==> src/design/uvotp_pkg.sv <==
// package: constants and types for the rail 1 under-voltage and over-temperature protection block
//
// Operation
// - unused upper setup bits ignore writes and always read back zero
// - window enable set applies extra feedback threshold 25mV under target
// - action field: 00 none, 01 latch off, 10 hiccup, 11 retry six times
// - under-voltage fault only after output stays low for whole filter time
// - temperature above trip level shuts both rails off at once, no filtering
// - retry recovery restarts once temperature falls below trip minus hysteresis
// - latch recovery holds rails off until power cycle, enable toggle or on command
// - seven-bit hysteresis, one degree per step, below trip level for restart
package uvotp_pkg;

  // ==========================================================================
  // command codes and register layout
  localparam logic [7:0]  UV_SETUP_CODE   = 8'hd8;
  localparam logic [7:0]  OT_SETUP_CODE   = 8'hd9;
  localparam int          UV_USED_BITS    = 9;
  localparam int          UV_RSVD_LSB     = 9;
  localparam int          UV_RSVD_MSB     = 15;

  // ==========================================================================
  // setup fields
  typedef struct packed {
    logic       window_en;
    logic [1:0] action;
    logic [5:0] filter_steps;
  } uvotp_uv_setup_t;

  typedef struct packed {
    logic       auto_retry;
    logic [6:0] hysteresis;
    logic [7:0] trip_limit;
  } uvotp_ot_setup_t;

  localparam logic [8:0]  UV_SETUP_RST    = 9'h000;
  localparam logic [15:0] OT_SETUP_RST    = 16'h9e82;

  // ==========================================================================
  // action encodings
  localparam logic [1:0]  ACT_NONE        = 2'h0;
  localparam logic [1:0]  ACT_LATCH       = 2'h1;
  localparam logic [1:0]  ACT_HICCUP      = 2'h2;
  localparam logic [1:0]  ACT_RETRY       = 2'h3;
  localparam logic [2:0]  RETRY_LIMIT     = 3'h6;

  // ==========================================================================
  // timing
  localparam int          CLK_PERIOD_NS   = 25;
  localparam int          UV_STEP_US      = 20;
  localparam int          UV_STEP_CYCLES  = (UV_STEP_US * 1000) / CLK_PERIOD_NS;
  localparam int          RESTART_US      = 1000;
  localparam int          RESTART_CYCLES  = (RESTART_US * 1000) / CLK_PERIOD_NS;

  // ==========================================================================
  // rail control states
  typedef enum logic [1:0] {
    UV_RUN,
    UV_WAIT,
    UV_LATCHED
  } uvotp_uv_state_t;

  typedef enum logic {
    OT_OK,
    OT_TRIPPED
  } uvotp_ot_state_t;

endpackage : uvotp_pkg

==> src/design/uvotp_top.sv <==
// module: rail 1 under-voltage and over-temperature protection with its setup registers
`timescale 1ns/1ps
module uvotp_top
  import uvotp_pkg::*;
#(
  parameter int UV_STEP_CYC  = UV_STEP_CYCLES,
  parameter int RESTART_CYC  = RESTART_CYCLES
)
(
  // clock, reset, enable
  input  wire logic        sys_clk,
  input  wire logic        nrst,
  input  wire logic        ce,
  // command register port
  input  wire logic [7:0]  cmd_code,
  input  wire logic        cmd_wr,
  input  wire logic [15:0] cmd_wdata,
  input  wire logic        cmd_rd,
  output logic [15:0]      cmd_rdata,
  output logic             cmd_rvalid,
  // sense inputs
  input  wire logic        uv_below_pin,
  input  wire logic        fb_below_window_pin,
  input  wire logic [7:0]  temperature_sense_input,
  input  wire logic        rail_enable_pin,
  input  wire logic        on_command,
  // rail control and status
  output logic             rail1_on,
  output logic             rail2_on,
  output logic             below_target_window_active,
  output logic             uv_fault_latched,
  output logic             ot_fault_active
);

  if (UV_STEP_CYC < 1 || RESTART_CYC < 1) begin : g_bad_param
    $error("uvotp_top: cycle counts must be at least 1");
  end

  localparam int RW = $clog2(RESTART_CYC + 1);

  // ==========================================================================
  // state
  uvotp_uv_setup_t  uv_setup_q;
  uvotp_ot_setup_t  ot_setup_q;
  uvotp_uv_state_t  uv_state_q;
  uvotp_uv_state_t  uv_state_d;
  uvotp_ot_state_t  ot_state_q;
  uvotp_ot_state_t  ot_state_d;
  logic [RW-1:0]    wait_q;
  logic [2:0]       retries_q;
  logic [1:0]       uv_sync_q;
  logic [1:0]       fb_sync_q;
  logic [1:0]       en_sync_q;
  logic             en_prev_q;
  logic             uv_fault_evt;

  // ==========================================================================
  // synchronised pins
  always_ff @(posedge sys_clk or negedge nrst)
  begin
    if (!nrst)
    begin
      uv_sync_q <= 2'h0;
      fb_sync_q <= 2'h0;
      en_sync_q <= 2'h0;
      en_prev_q <= 1'b0;
    end
    else if (ce)
    begin
      uv_sync_q <= {uv_sync_q[0], uv_below_pin};
      fb_sync_q <= {fb_sync_q[0], fb_below_window_pin};
      en_sync_q <= {en_sync_q[0], rail_enable_pin};
      en_prev_q <= en_sync_q[1];
    end
  end

  wire logic uv_below  = uv_sync_q[1];
  wire logic fb_below  = fb_sync_q[1];
  wire logic en_level  = en_sync_q[1];
  wire logic en_rise   = en_level && !en_prev_q;
  wire logic restart_evt = en_rise || on_command;

  // ==========================================================================
  // register access
  wire logic wr_uv = cmd_wr && (cmd_code == UV_SETUP_CODE);
  wire logic wr_ot = cmd_wr && (cmd_code == OT_SETUP_CODE);
  wire logic [15:0] rd_mux =
    (cmd_code == UV_SETUP_CODE) ? {7'h00, uv_setup_q} :
    (cmd_code == OT_SETUP_CODE) ? ot_setup_q : 16'h0000;

  always_ff @(posedge sys_clk or negedge nrst)
  begin
    if (!nrst)
    begin
      uv_setup_q <= UV_SETUP_RST;
      ot_setup_q <= OT_SETUP_RST;
      cmd_rdata  <= 16'h0000;
      cmd_rvalid <= 1'b0;
    end
    else if (ce)
    begin
      if (wr_uv)
        uv_setup_q <= cmd_wdata[UV_USED_BITS-1:0];
      if (wr_ot)
        ot_setup_q <= cmd_wdata;
      cmd_rvalid <= cmd_rd;
      if (cmd_rd)
        cmd_rdata <= rd_mux;
    end
  end

  // ==========================================================================
  // under-voltage filter
  uvotp_filter #(
    .STEP_CYCLES (UV_STEP_CYC)
  ) u_filter (
    .sys_clk      (sys_clk),
    .nrst         (nrst),
    .ce           (ce),
    .below        (uv_below && uv_state_q == UV_RUN),
    .filter_steps (uv_setup_q.filter_steps),
    .fault_pulse  (uv_fault_evt)
  );

  // ==========================================================================
  // under-voltage action
  wire logic wait_done = (wait_q == RW'(RESTART_CYC - 1));
  wire logic act_stops = (uv_setup_q.action != ACT_NONE);

  always_comb
  begin
    uv_state_d = uv_state_q;
    unique case (uv_state_q)
      UV_RUN:
        if (uv_fault_evt && act_stops)
        begin
          if (uv_setup_q.action == ACT_LATCH)
            uv_state_d = UV_LATCHED;
          else if (uv_setup_q.action == ACT_RETRY && retries_q == RETRY_LIMIT)
            uv_state_d = UV_LATCHED;
          else
            uv_state_d = UV_WAIT;
        end
      UV_WAIT:
        if (restart_evt || wait_done)
          uv_state_d = UV_RUN;
      UV_LATCHED:
        if (restart_evt)
          uv_state_d = UV_RUN;
      default:
        uv_state_d = UV_RUN;
    endcase
  end

  always_ff @(posedge sys_clk or negedge nrst)
  begin
    if (!nrst)
    begin
      uv_state_q <= UV_RUN;
      wait_q     <= '0;
      retries_q  <= 3'h0;
    end
    else if (ce)
    begin
      uv_state_q <= uv_state_d;
      wait_q     <= (uv_state_q == UV_WAIT && !wait_done) ? wait_q + RW'(1) : '0;
      if (restart_evt)
        retries_q <= 3'h0;
      else if (uv_fault_evt && uv_setup_q.action == ACT_RETRY && retries_q != RETRY_LIMIT)
        retries_q <= retries_q + 3'h1;
    end
  end

  // ==========================================================================
  // over-temperature
  wire logic [8:0] restart_level = {1'b0, ot_setup_q.trip_limit} - {2'b00, ot_setup_q.hysteresis};
  wire logic       ot_over  = (temperature_sense_input > ot_setup_q.trip_limit);
  wire logic       ot_cool  = !restart_level[8] &&
                              ({1'b0, temperature_sense_input} < restart_level);

  always_comb
  begin
    ot_state_d = ot_state_q;
    unique case (ot_state_q)
      OT_OK:
        if (ot_over)
          ot_state_d = OT_TRIPPED;
      OT_TRIPPED:
        if (ot_over)
          ot_state_d = OT_TRIPPED;
        else if (ot_setup_q.auto_retry && ot_cool)
          ot_state_d = OT_OK;
        else if (!ot_setup_q.auto_retry && restart_evt)
          ot_state_d = OT_OK;
    endcase
  end

  // ==========================================================================
  // outputs
  wire logic rails_allowed = en_level && ot_state_d == OT_OK;

  always_ff @(posedge sys_clk or negedge nrst)
  begin
    if (!nrst)
    begin
      ot_state_q                 <= OT_OK;
      rail1_on                   <= 1'b0;
      rail2_on                   <= 1'b0;
      below_target_window_active <= 1'b0;
      uv_fault_latched           <= 1'b0;
      ot_fault_active            <= 1'b0;
    end
    else if (ce)
    begin
      ot_state_q                 <= ot_state_d;
      rail1_on                   <= rails_allowed && uv_state_d == UV_RUN;
      rail2_on                   <= rails_allowed;
      below_target_window_active <= uv_setup_q.window_en && fb_below;
      uv_fault_latched           <= (uv_state_d == UV_LATCHED);
      ot_fault_active            <= (ot_state_d == OT_TRIPPED);
    end
  end

  // ==========================================================================
  // checks
  chk_reserved_read_zero: assert property (@(posedge sys_clk) disable iff (!nrst)
    (ce && cmd_rd && cmd_code == UV_SETUP_CODE) |=> (cmd_rdata[UV_RSVD_MSB:UV_RSVD_LSB] == 7'h00))
    else $error("reserved bits read nonzero");

  chk_window_gate: assert property (@(posedge sys_clk) disable iff (!nrst)
    (ce && !uv_setup_q.window_en) |=> !below_target_window_active)
    else $error("window active while disabled");

  chk_no_action_run: assert property (@(posedge sys_clk) disable iff (!nrst)
    (ce && uv_state_q == UV_RUN && uv_fault_evt && uv_setup_q.action == ACT_NONE) |=> uv_state_q == UV_RUN)
    else $error("no-action mode stopped the rail");

  chk_latch_mode: assert property (@(posedge sys_clk) disable iff (!nrst)
    (ce && uv_state_q == UV_RUN && uv_fault_evt && uv_setup_q.action == ACT_LATCH)
      |=> (uv_state_q == UV_LATCHED && !rail1_on))
    else $error("latch mode did not latch off");

  chk_fault_needs_low: assert property (@(posedge sys_clk) disable iff (!nrst)
    uv_fault_evt |-> (uv_below && $past(uv_below)) or (uv_setup_q.filter_steps == 6'h00))
    else $error("fault without sustained under-voltage");

  chk_ot_trip_off: assert property (@(posedge sys_clk) disable iff (!nrst)
    (ce && ot_over) |=> (!rail1_on && !rail2_on && ot_fault_active))
    else $error("rails not shut off on over-temperature");

  chk_ot_retry: assert property (@(posedge sys_clk) disable iff (!nrst)
    (ce && ot_state_q == OT_TRIPPED && ot_setup_q.auto_retry && !ot_over && ot_cool) |=> ot_state_q == OT_OK)
    else $error("auto retry did not restart");

  chk_ot_latch: assert property (@(posedge sys_clk) disable iff (!nrst)
    (ce && ot_state_q == OT_TRIPPED && !ot_setup_q.auto_retry && !restart_evt) |=> ot_state_q == OT_TRIPPED)
    else $error("latched over-temperature released");

  chk_hys_hold: assert property (@(posedge sys_clk) disable iff (!nrst)
    (ce && ot_state_q == OT_TRIPPED && ot_setup_q.auto_retry && !restart_level[8]
      && {1'b0, temperature_sense_input} >= restart_level) |=> ot_state_q == OT_TRIPPED)
    else $error("restart above hysteresis level");

endmodule : uvotp_top

==> src/design/uvotp_filter.sv <==
// module: under-voltage filter timer, fires once per uninterrupted low stretch
`timescale 1ns/1ps
module uvotp_filter
  import uvotp_pkg::*;
#(
  parameter int STEP_CYCLES = UV_STEP_CYCLES
)
(
  // clock and reset
  input  wire logic       sys_clk,
  input  wire logic       nrst,
  input  wire logic       ce,
  // condition and setting
  input  wire logic       below,
  input  wire logic [5:0] filter_steps,
  // result
  output logic            fault_pulse
);

  localparam int CW = $clog2(STEP_CYCLES + 1);

  if (STEP_CYCLES < 1) begin : g_bad_step
    $error("uvotp_filter: STEP_CYCLES must be at least 1");
  end

  logic [CW-1:0] cyc_q;
  logic [5:0]    step_q;
  logic          fired_q;

  // ==========================================================================
  // decode
  wire logic expired  = (step_q == filter_steps);
  wire logic step_end = (cyc_q == CW'(STEP_CYCLES - 1));
  assign fault_pulse  = ce && below && !fired_q && expired;

  // ==========================================================================
  // counters
  always_ff @(posedge sys_clk or negedge nrst)
  begin
    if (!nrst)
    begin
      cyc_q   <= '0;
      step_q  <= '0;
      fired_q <= 1'b0;
    end
    else if (ce)
    begin
      if (!below)
      begin
        cyc_q   <= '0;
        step_q  <= '0;
        fired_q <= 1'b0;
      end
      else if (expired)
      begin
        fired_q <= 1'b1;
      end
      else if (step_end)
      begin
        cyc_q  <= '0;
        step_q <= step_q + 6'h01;
      end
      else
      begin
        cyc_q <= cyc_q + CW'(1);
      end
    end
  end

  // ==========================================================================
  // checks
  chk_filter_restart: assert property (@(posedge sys_clk) disable iff (!nrst)
    (ce && !below) |=> (step_q == 6'h00 && cyc_q == '0))
    else $error("filter count not cleared after recovery");

endmodule : uvotp_filter

==> config.mk <==
export PLATFORM = sky130hd
export DESIGN_NAME = uvotp_top
export DESIGN_NICKNAME = d
export VERILOG_FILES = /design/src/design/uvotp_pkg.sv /design/src/design/uvotp_top.sv /design/src/design/uvotp_filter.sv
export SDC_FILE = /design/constraint.sdc
export NUM_CORES = 1
export LEC_CHECK = 0
export ABC_AREA = 1
export BUFFER_PORTS_ARGS = -buffer_cell sky130_fd_sc_hd__buf_2
export CAP_MARGIN = 20
export CORE_MARGIN = 1.5
export CORE_UTILIZATION = 50
export CTS_CLUSTER_SIZE = 40
export DETAILED_ROUTE_END_ITERATION = 16
export GPL_ROUTABILITY_DRIVEN = 0
export PLACE_DENSITY = 0.67
export SYNTH_ARGS = -nofsm -noshare
export SYNTH_HDL_FRONTEND = slang
export SYNTH_SLANG_ARGS = --single-unit
==> constraint.sdc <==
create_clock -name sys_clk -period 8.1 [get_ports sys_clk]
set_clock_uncertainty 0.1 [all_clocks]
set_input_delay 0.81 -clock sys_clk [delete_from_list [all_inputs] [get_ports sys_clk]]
set_output_delay 0.81 -clock sys_clk [all_outputs]
set_load 0.005 [all_outputs]
==> results.sh, run 1 <==
export IMPL_setup_violations=0
export IMPL_clock_root_buffer="clkbuf_8"
export IMPL_setup_tns_ps=0
export IMPL_cts_buffers=9
export IMPL_grt_usage=0.223
export IMPL_p_switching_uw=278
export IMPL_antenna_found_initial=0
export IMPL_slowest_delay_ps=490
export IMPL_start_kind="flip-flop"
export IMPL_synth_top_flop_cell="dfrtp_1"
export IMPL_routed_wl_um=10900
export IMPL_post_cts_repair_setup_buffers=0
export IMPL_fin_crit_ps=3170
export IMPL_die_x_um=103
export IMPL_wire_per_inst_um=13.4
export IMPL_die_h_um=103
export IMPL_drt_iter0_drc=164
export IMPL_maxSlewViolCount=0
export IMPL_cp_common_cell="nand2_1"
export IMPL_ys_warnings_count=0
export IMPL_min_path_type="in -> async"
export IMPL_ys_ff_latch=92
export IMPL_r2r_start="ot_setup_q[0]$_DFFE_PN0P_"
export IMPL_slowest_stage="o21ai_0"
export IMPL_grt_max_degree=53
export IMPL_cp_startpoint="ot_setup_q[0]$_DFFE_PN0P_"
export IMPL_ios=63
export IMPL_fmax_mhz=316
export IMPL_drive_gt1_frac=0.169
export IMPL_pwr_share_comb=0.130
export IMPL_final_hold_viol_count=0
export IMPL_place_hpwl_um=8180
export IMPL_drv_cap=0
export IMPL_vdd_drop_max_mv=0.0946
export IMPL_yosysTopAreaCell="dfrtp_1"
export IMPL_clkPwrFrac=0.363
export IMPL_slew_headroom=0.286
export IMPL_grt_pass1_vias=3938
export IMPL_rr_endpoint="ot_state_q$_DFFE_PN0P_"
export IMPL_cp_arrival_ps=3320
export IMPL_fillers=926
export IMPL_antenna_cells=0
export IMPL_path_max_fanout=3
export IMPL_start_util=0.515
export IMPL_cts_tree="done"
export IMPL_tightest_slew_ps=1070
export IMPL_die_area_mm2=0.0107
export IMPL_clock_latency_ps=370
export IMPL_path_clk_slew_ps=100
export IMPL_cp_top_family="adder cells"
export IMPL_cts_hold_buffers=0
export IMPL_synthesis_nets=678
export IMPL_vias=4166
export IMPL_h_tree_depth=3
export IMPL_clock_path_buffers=2
export IMPL_synth_edf_count=0
export IMPL_path_class="reg -> reg"
export IMPL_core_area_mm2=0.00977
export IMPL_intPower_uw=701
export IMPL_area_growth_pct=12.8
export IMPL_cts_resized=0
export IMPL_routed_via_density=5.16
export IMPL_leakage_uw=0.00280
export IMPL_rrSetupSlack_ps=4930
export IMPL_antenna_left=0
export IMPL_synth_cell_types=41
export IMPL_status="finished, final reports clean"
export IMPL_required_ps=8250
export IMPL_yosysTopAreaCellShare=0.423
export IMPL_reg2reg_depth=16
export IMPL_synthCells=609
export IMPL_fp_row_count=36
export IMPL_io_buffers=62
export IMPL_p_per_area_mw_per_mm2=173
export IMPL_syn_cell_area_mm2=0.00503
export IMPL_rsz0062_at_grt="false"
export IMPL_synth_area_leaders="dfrtp_1, nand2_1, ha_1, inv_1, a21oi_1"
export IMPL_path_cells="inv_1, ha_1, fa_1, o21ai_0, xor2_1, ha_1, nand2_1, inv_1, nand2_1, nand3_1, nand2_1, nand2_1, nand2_1, nand2_1, a21oi_1, o21ai_0"
export IMPL_hold_slack_ps=315
export IMPL_power_frac_seq=0.507
export IMPL_endpoint_kind="flip-flop"
export IMPL_p_sw_frac=0.284
export IMPL_drtPass1Iterations=5
export IMPL_overflow=0
export IMPL_ys_seq_area_frac=0.459
export IMPL_async_reset_ff_frac=1.00
export IMPL_avgSynthCellArea_um2=8.26
export IMPL_cts_sinks=92
export IMPL_grt_pass1_wl_um=18200
export IMPL_timing_final_crit_share=0.391
export IMPL_drc_errors=0
export IMPL_layout_nets=739
export IMPL_path_buf_inv=2
[layout by cell type (no fill, tap or decap), drive strengths merged, types with 2 or more instances in the layout]
master	instances
clkbuf	9
a31oi	3
dfrtp	85
nor3	16
nand2	152
o21ai	54
o211ai	8
dfstp	7
bufinv	2
xnor2	4
o21a	4
xor2	15
buf	63
nand3	33
nand4	11
nor4	4
nor2	36
ha	27
a21oi	41
inv	86
or2	5
[state kept, by name, indices dropped and copies added (netlist names), 3 cells and up]
| register | flops |
|---|---|
| uv_setup_q | 9 |
| u_filter.step_q | 6 |
| cmd_rdata | 16 |
| wait_q | 16 |
| u_filter.cyc_q | 10 |
| retries_q | 3 |
| ot_setup_q | 16 |
[power by group through the flow]
stage                     clock network (µW)  registers, µW  logic [µW]
final                                    355            497         127
after global placement                     0            505         126
after global routing                     379            500         148
after detailed placement                   0            505         129
after CTS                                361            497         129
after floorplan                            0            501        88.6
[cell families (layout without fill, tap and decap cells)]
family | after synthesis | count (layout) | share of synthesized area
AOI/OAI and AO/OA | 116 | 116 | 0.134
adders and majority gates | 28 | 28 | 0.0711
xor gates and xnor gates | 19 | 19 | 0.0331
buffers and inverters | 96 | 162 | 0.0763
and+or+nand+nor | 258 | 258 | 0.226
DFF | 92 | 92 | 0.459
[synthesized netlist by cell type (2+ instances only)]
master	n
dfrtp_1	85
clkbuf_1	5
buf_2	4
nand3_1	33
dfstp_2	7
o21a_1	4
o21ai_0	34
a31oi_1	3
nand4_1	11
nor4_2	2
nor3_1	16
buf_6	2
o21ai_2	9
inv_1	79
or2_2	5
o211ai_1	8
inv_2	4
xnor2_1	4
nor2_1	34
o21ai_1	11
xor2_1	15
nand2_1	149
ha_1	27
a21oi_1	40
nand2_2	2
[layout make-up]
class	count	area, µm²	share of cell area
clock buffers	9	124	0.0218
clock inverters	7	105	0.0185
inverters	83	312	0.0549
multi-input cells	421	2340	0.412
flip-flops and latches	92	2310	0.407
well taps	133	166	0.0293
repair buffers	63	320	0.0564
[worst max path at each step]
| stage | endpoint | slack [ps] | cells after the start |
|---|---|---|---|
| after global routing | rail1_on$_DFFE_PN0P_ | 4720 | 17 |
| after CTS | ot_state_q$_DFFE_PN0P_ | 5020 | 15 |
| after detailed placement | ot_state_q$_DFFE_PN0P_ | 5010 | 15 |
| final | ot_state_q$_DFFE_PN0P_ | 4930 | 16 |
| after floorplan | ot_state_q$_DFFE_PN0P_ | 5440 | 14 |
| after global placement | ot_state_q$_DFFE_PN0P_ | 5080 | 14 |
[per-stage QoR]
step                instances  worst slack (ps)   util  power [µW]  instance area (µm²)
CTS                       808              5020  0.581         987                 5680
finish                    808              4930  0.581         979                 5680
global placement          792              5080  0.557         631                 5450
floorplan                 609              5440      -         590                 5030
detailed placement        792              5010  0.557         634                 5450
global route              808              4720  0.581        1030                 5680
[metal layers]
| metal | global-route usage | up-vias | wire [µm] |
|---|---|---|---|
| met5 | 0 | - | 0 |
| met4 | 0.0988 | 0 | 212 |
| met3 | 0.0316 | 14 | 347 |
| met2 | 0.379 | 82 | 5310 |
| met1 | 0.285 | 1952 | 4980 |
| li1 | - | 2118 | - |
No activity file was read; power rests on OpenSTA's default activity.
==> run 2: changes to the inputs <==
- PLACE_DENSITY: 0.67 -> 0.7
- clock period: 8.1 -> 2.9 ns (I/O delays scaled with it)
==> run 2 against run 1 <==
Hold slack got worse by 280 ps. Total power grew to 2.8 times the previous value. Final area increased by 2.1%. Global-route usage is 0.23 points higher. Non-clock buffer count up 8. Setup slack lost 4800 ps. Fmax grew 15%. Sequential share of layout area down 0.84 points. Final cell count rose by 0.99%.
==> results.sh, run 2 (synthesis gave the netlist of run 1 again) <==
export IMPL_grt_pass1_vias=4108
export IMPL_timing_final_crit_share=0.947
export IMPL_status="finished, final reports clean"
export IMPL_h_tree_depth=3
export IMPL_drtPass1Iterations=4
export IMPL_place_hpwl_um=8200
export IMPL_fp_row_count=36
export IMPL_required_ps=3110
export IMPL_grt_usage=0.225
export IMPL_path_class="reg -> reg"
export IMPL_endpoint_kind="flip-flop"
export IMPL_start_kind="flip-flop"
export IMPL_layout_nets=747
export IMPL_drt_iter0_drc=161
export IMPL_start_util=0.515
export IMPL_die_h_um=103
export IMPL_setup_slack_ps=153
export IMPL_die_x_um=103
export IMPL_place_inst=797
export IMPL_wire_per_inst_um=13.7
export IMPL_clock_path_buffers=2
export IMPL_die_area_mm2=0.0107
export IMPL_final_hold_viol_count=0
export IMPL_path_max_fanout=3
export IMPL_ios=63
export IMPL_io_buffers=62
export IMPL_path_clk_slew_ps=90
export IMPL_antenna_found_initial=0
export IMPL_fillers=906
export IMPL_tightest_slew_ps=709
export IMPL_post_place_ws_ps=-19.1
export IMPL_fin_crit_ps=2750
export IMPL_mostFrequentLayoutCells="nand2_1, dfrtp_1, inv_1"
export IMPL_area_growth_pct=15.1
export IMPL_clock_latency_ps=370
export IMPL_core_area_mm2=0.00977
export IMPL_slew_headroom=0.528
export IMPL_overflow=0
export IMPL_p_per_area_mw_per_mm2=469
export IMPL_cp_arrival_ps=2960
export IMPL_setup_violations=0
export IMPL_clock_root_buffer="clkbuf_8"
export IMPL_fmax_mhz=364
export IMPL_routed_via_density=5.22
export IMPL_vdd_drop_max_mv=0.274
export IMPL_final_common_cell="nand2_1"
export IMPL_maxSlewViolCount=0
export IMPL_total_power_uw=2720
export IMPL_cts_sinks=92
export IMPL_layout_cells_non_filler=816
export IMPL_grt_max_degree=55
export IMPL_min_path_type="in -> reg"
export IMPL_setup_tns_ps=0
export IMPL_drive_gt1_frac=0.195
export IMPL_vias=4262
export IMPL_cts_buffers=9
export IMPL_biggestRegsByFlops="cmd_rdata (16), ot_setup_q (16), wait_q (16)"
export IMPL_drv_cap=0
export IMPL_routed_wl_um=11200
export IMPL_grt_pass1_wl_um=18600
export IMPL_hold_slack_ps=32.7
export IMPL_leakage_uw=0.00284
export IMPL_cts_tree="done"
export IMPL_antenna_cells=0
export IMPL_drc_errors=0
export IMPL_antenna_left=0
[run 2: changes by cell type in the layout (fill, tap and decap cells not counted), sizes merged]
cell / before / now
buf: 63 / 70
clkinv: 1 / 4
dlygate4sd3: 0 / 1
inv: 86 / 83
[run 2: critical path, cell delays in order, from the launching register on]
cell and delay, ps:
dfrtp_1 380, inv_1 70, ha_2 200, fa_2 370, o21ai_2 150, buf_4 140
xor2_1 160, ha_1 280, a21oi_1 190, nand3_1 100, nand2_1 70, nand2_1 50
nand2_1 60, nand2_1 60, a21oi_2 170, nand3_1 100, nand2_1 60
[run 2: worst paths after layout]
| kind | startpoint | end | slack (ps) | cells past startpoint |
|---|---|---|---|---|
| setup / recovery | ot_setup_q[0]$_DFFE_PN0P_ | rail1_on$_DFFE_PN0P_ | 150 | 16 |
| max in group asynchronous | nrst | ot_setup_q[15]$_DFFE_PN1P_ | 1570 | 3 |
| hold reg to reg | retries_q[2]$_DFFE_PN0P_ | retries_q[2]$_DFFE_PN0P_ | 370 | 1 |
| hold / removal | rail_enable_pin | en_sync_q[0]$_DFFE_PN0P_ | 30 | 3 |
| min in group asynchronous | nrst | u_filter.cyc_q[2]$_DFFE_PN0P_ | 410 | 2 |
| setup reg to reg | ot_setup_q[0]$_DFFE_PN0P_ | rail1_on$_DFFE_PN0P_ | 150 | 16 |
[run 2: metrics by stage]
step                cell area, µm²   util
global placement              5500  0.562
global route                  5790  0.593
floorplan                     5030      -
finish                        5790  0.593
detailed placement            5500  0.562
CTS                           5720  0.585
[run 2: per-layer routing]
layer  global-route usage  vias up  share of wire
met3               0.0336       16          0.036
met1                0.292     2015           0.45
met2                0.379       92           0.49
met5                    0        -              0
met4               0.0967        0          0.021
li1                     -     2139              -
[run 2: where the power goes]
part	leakage (µW)	internal (µW)	total, µW	switching (µW)
Sequential	0.00123	1340	1390	50.2
Combinational	0.00151	132	379	247
Clock	0.000109	482	951	468
Total	0.00284	1950	2720	766
[run 2: final cells by class]
class	instances	area [µm²]	area share
clock buffer	9	124	0.0214
timing repair buffer	71	395	0.0682
multi-input combinational	421	2390	0.413
tap	133	166	0.0287
inverter	83	312	0.0538
clock inverter	7	91.3	0.0158
sequential	92	2310	0.399
[run 2: what timing repair did]
| item | in CTS | in global routing |
|---|---|---|
| gates resized for setup | 1 | 15 |
| endpoints found under the hold margin | 47 | 0 |
| setup buffers | 0 | 2 |
| hold buffers | 1 | 0 |
| pin swaps | 0 | 4 |
| setup endpoints to repair | 2 | 3 |
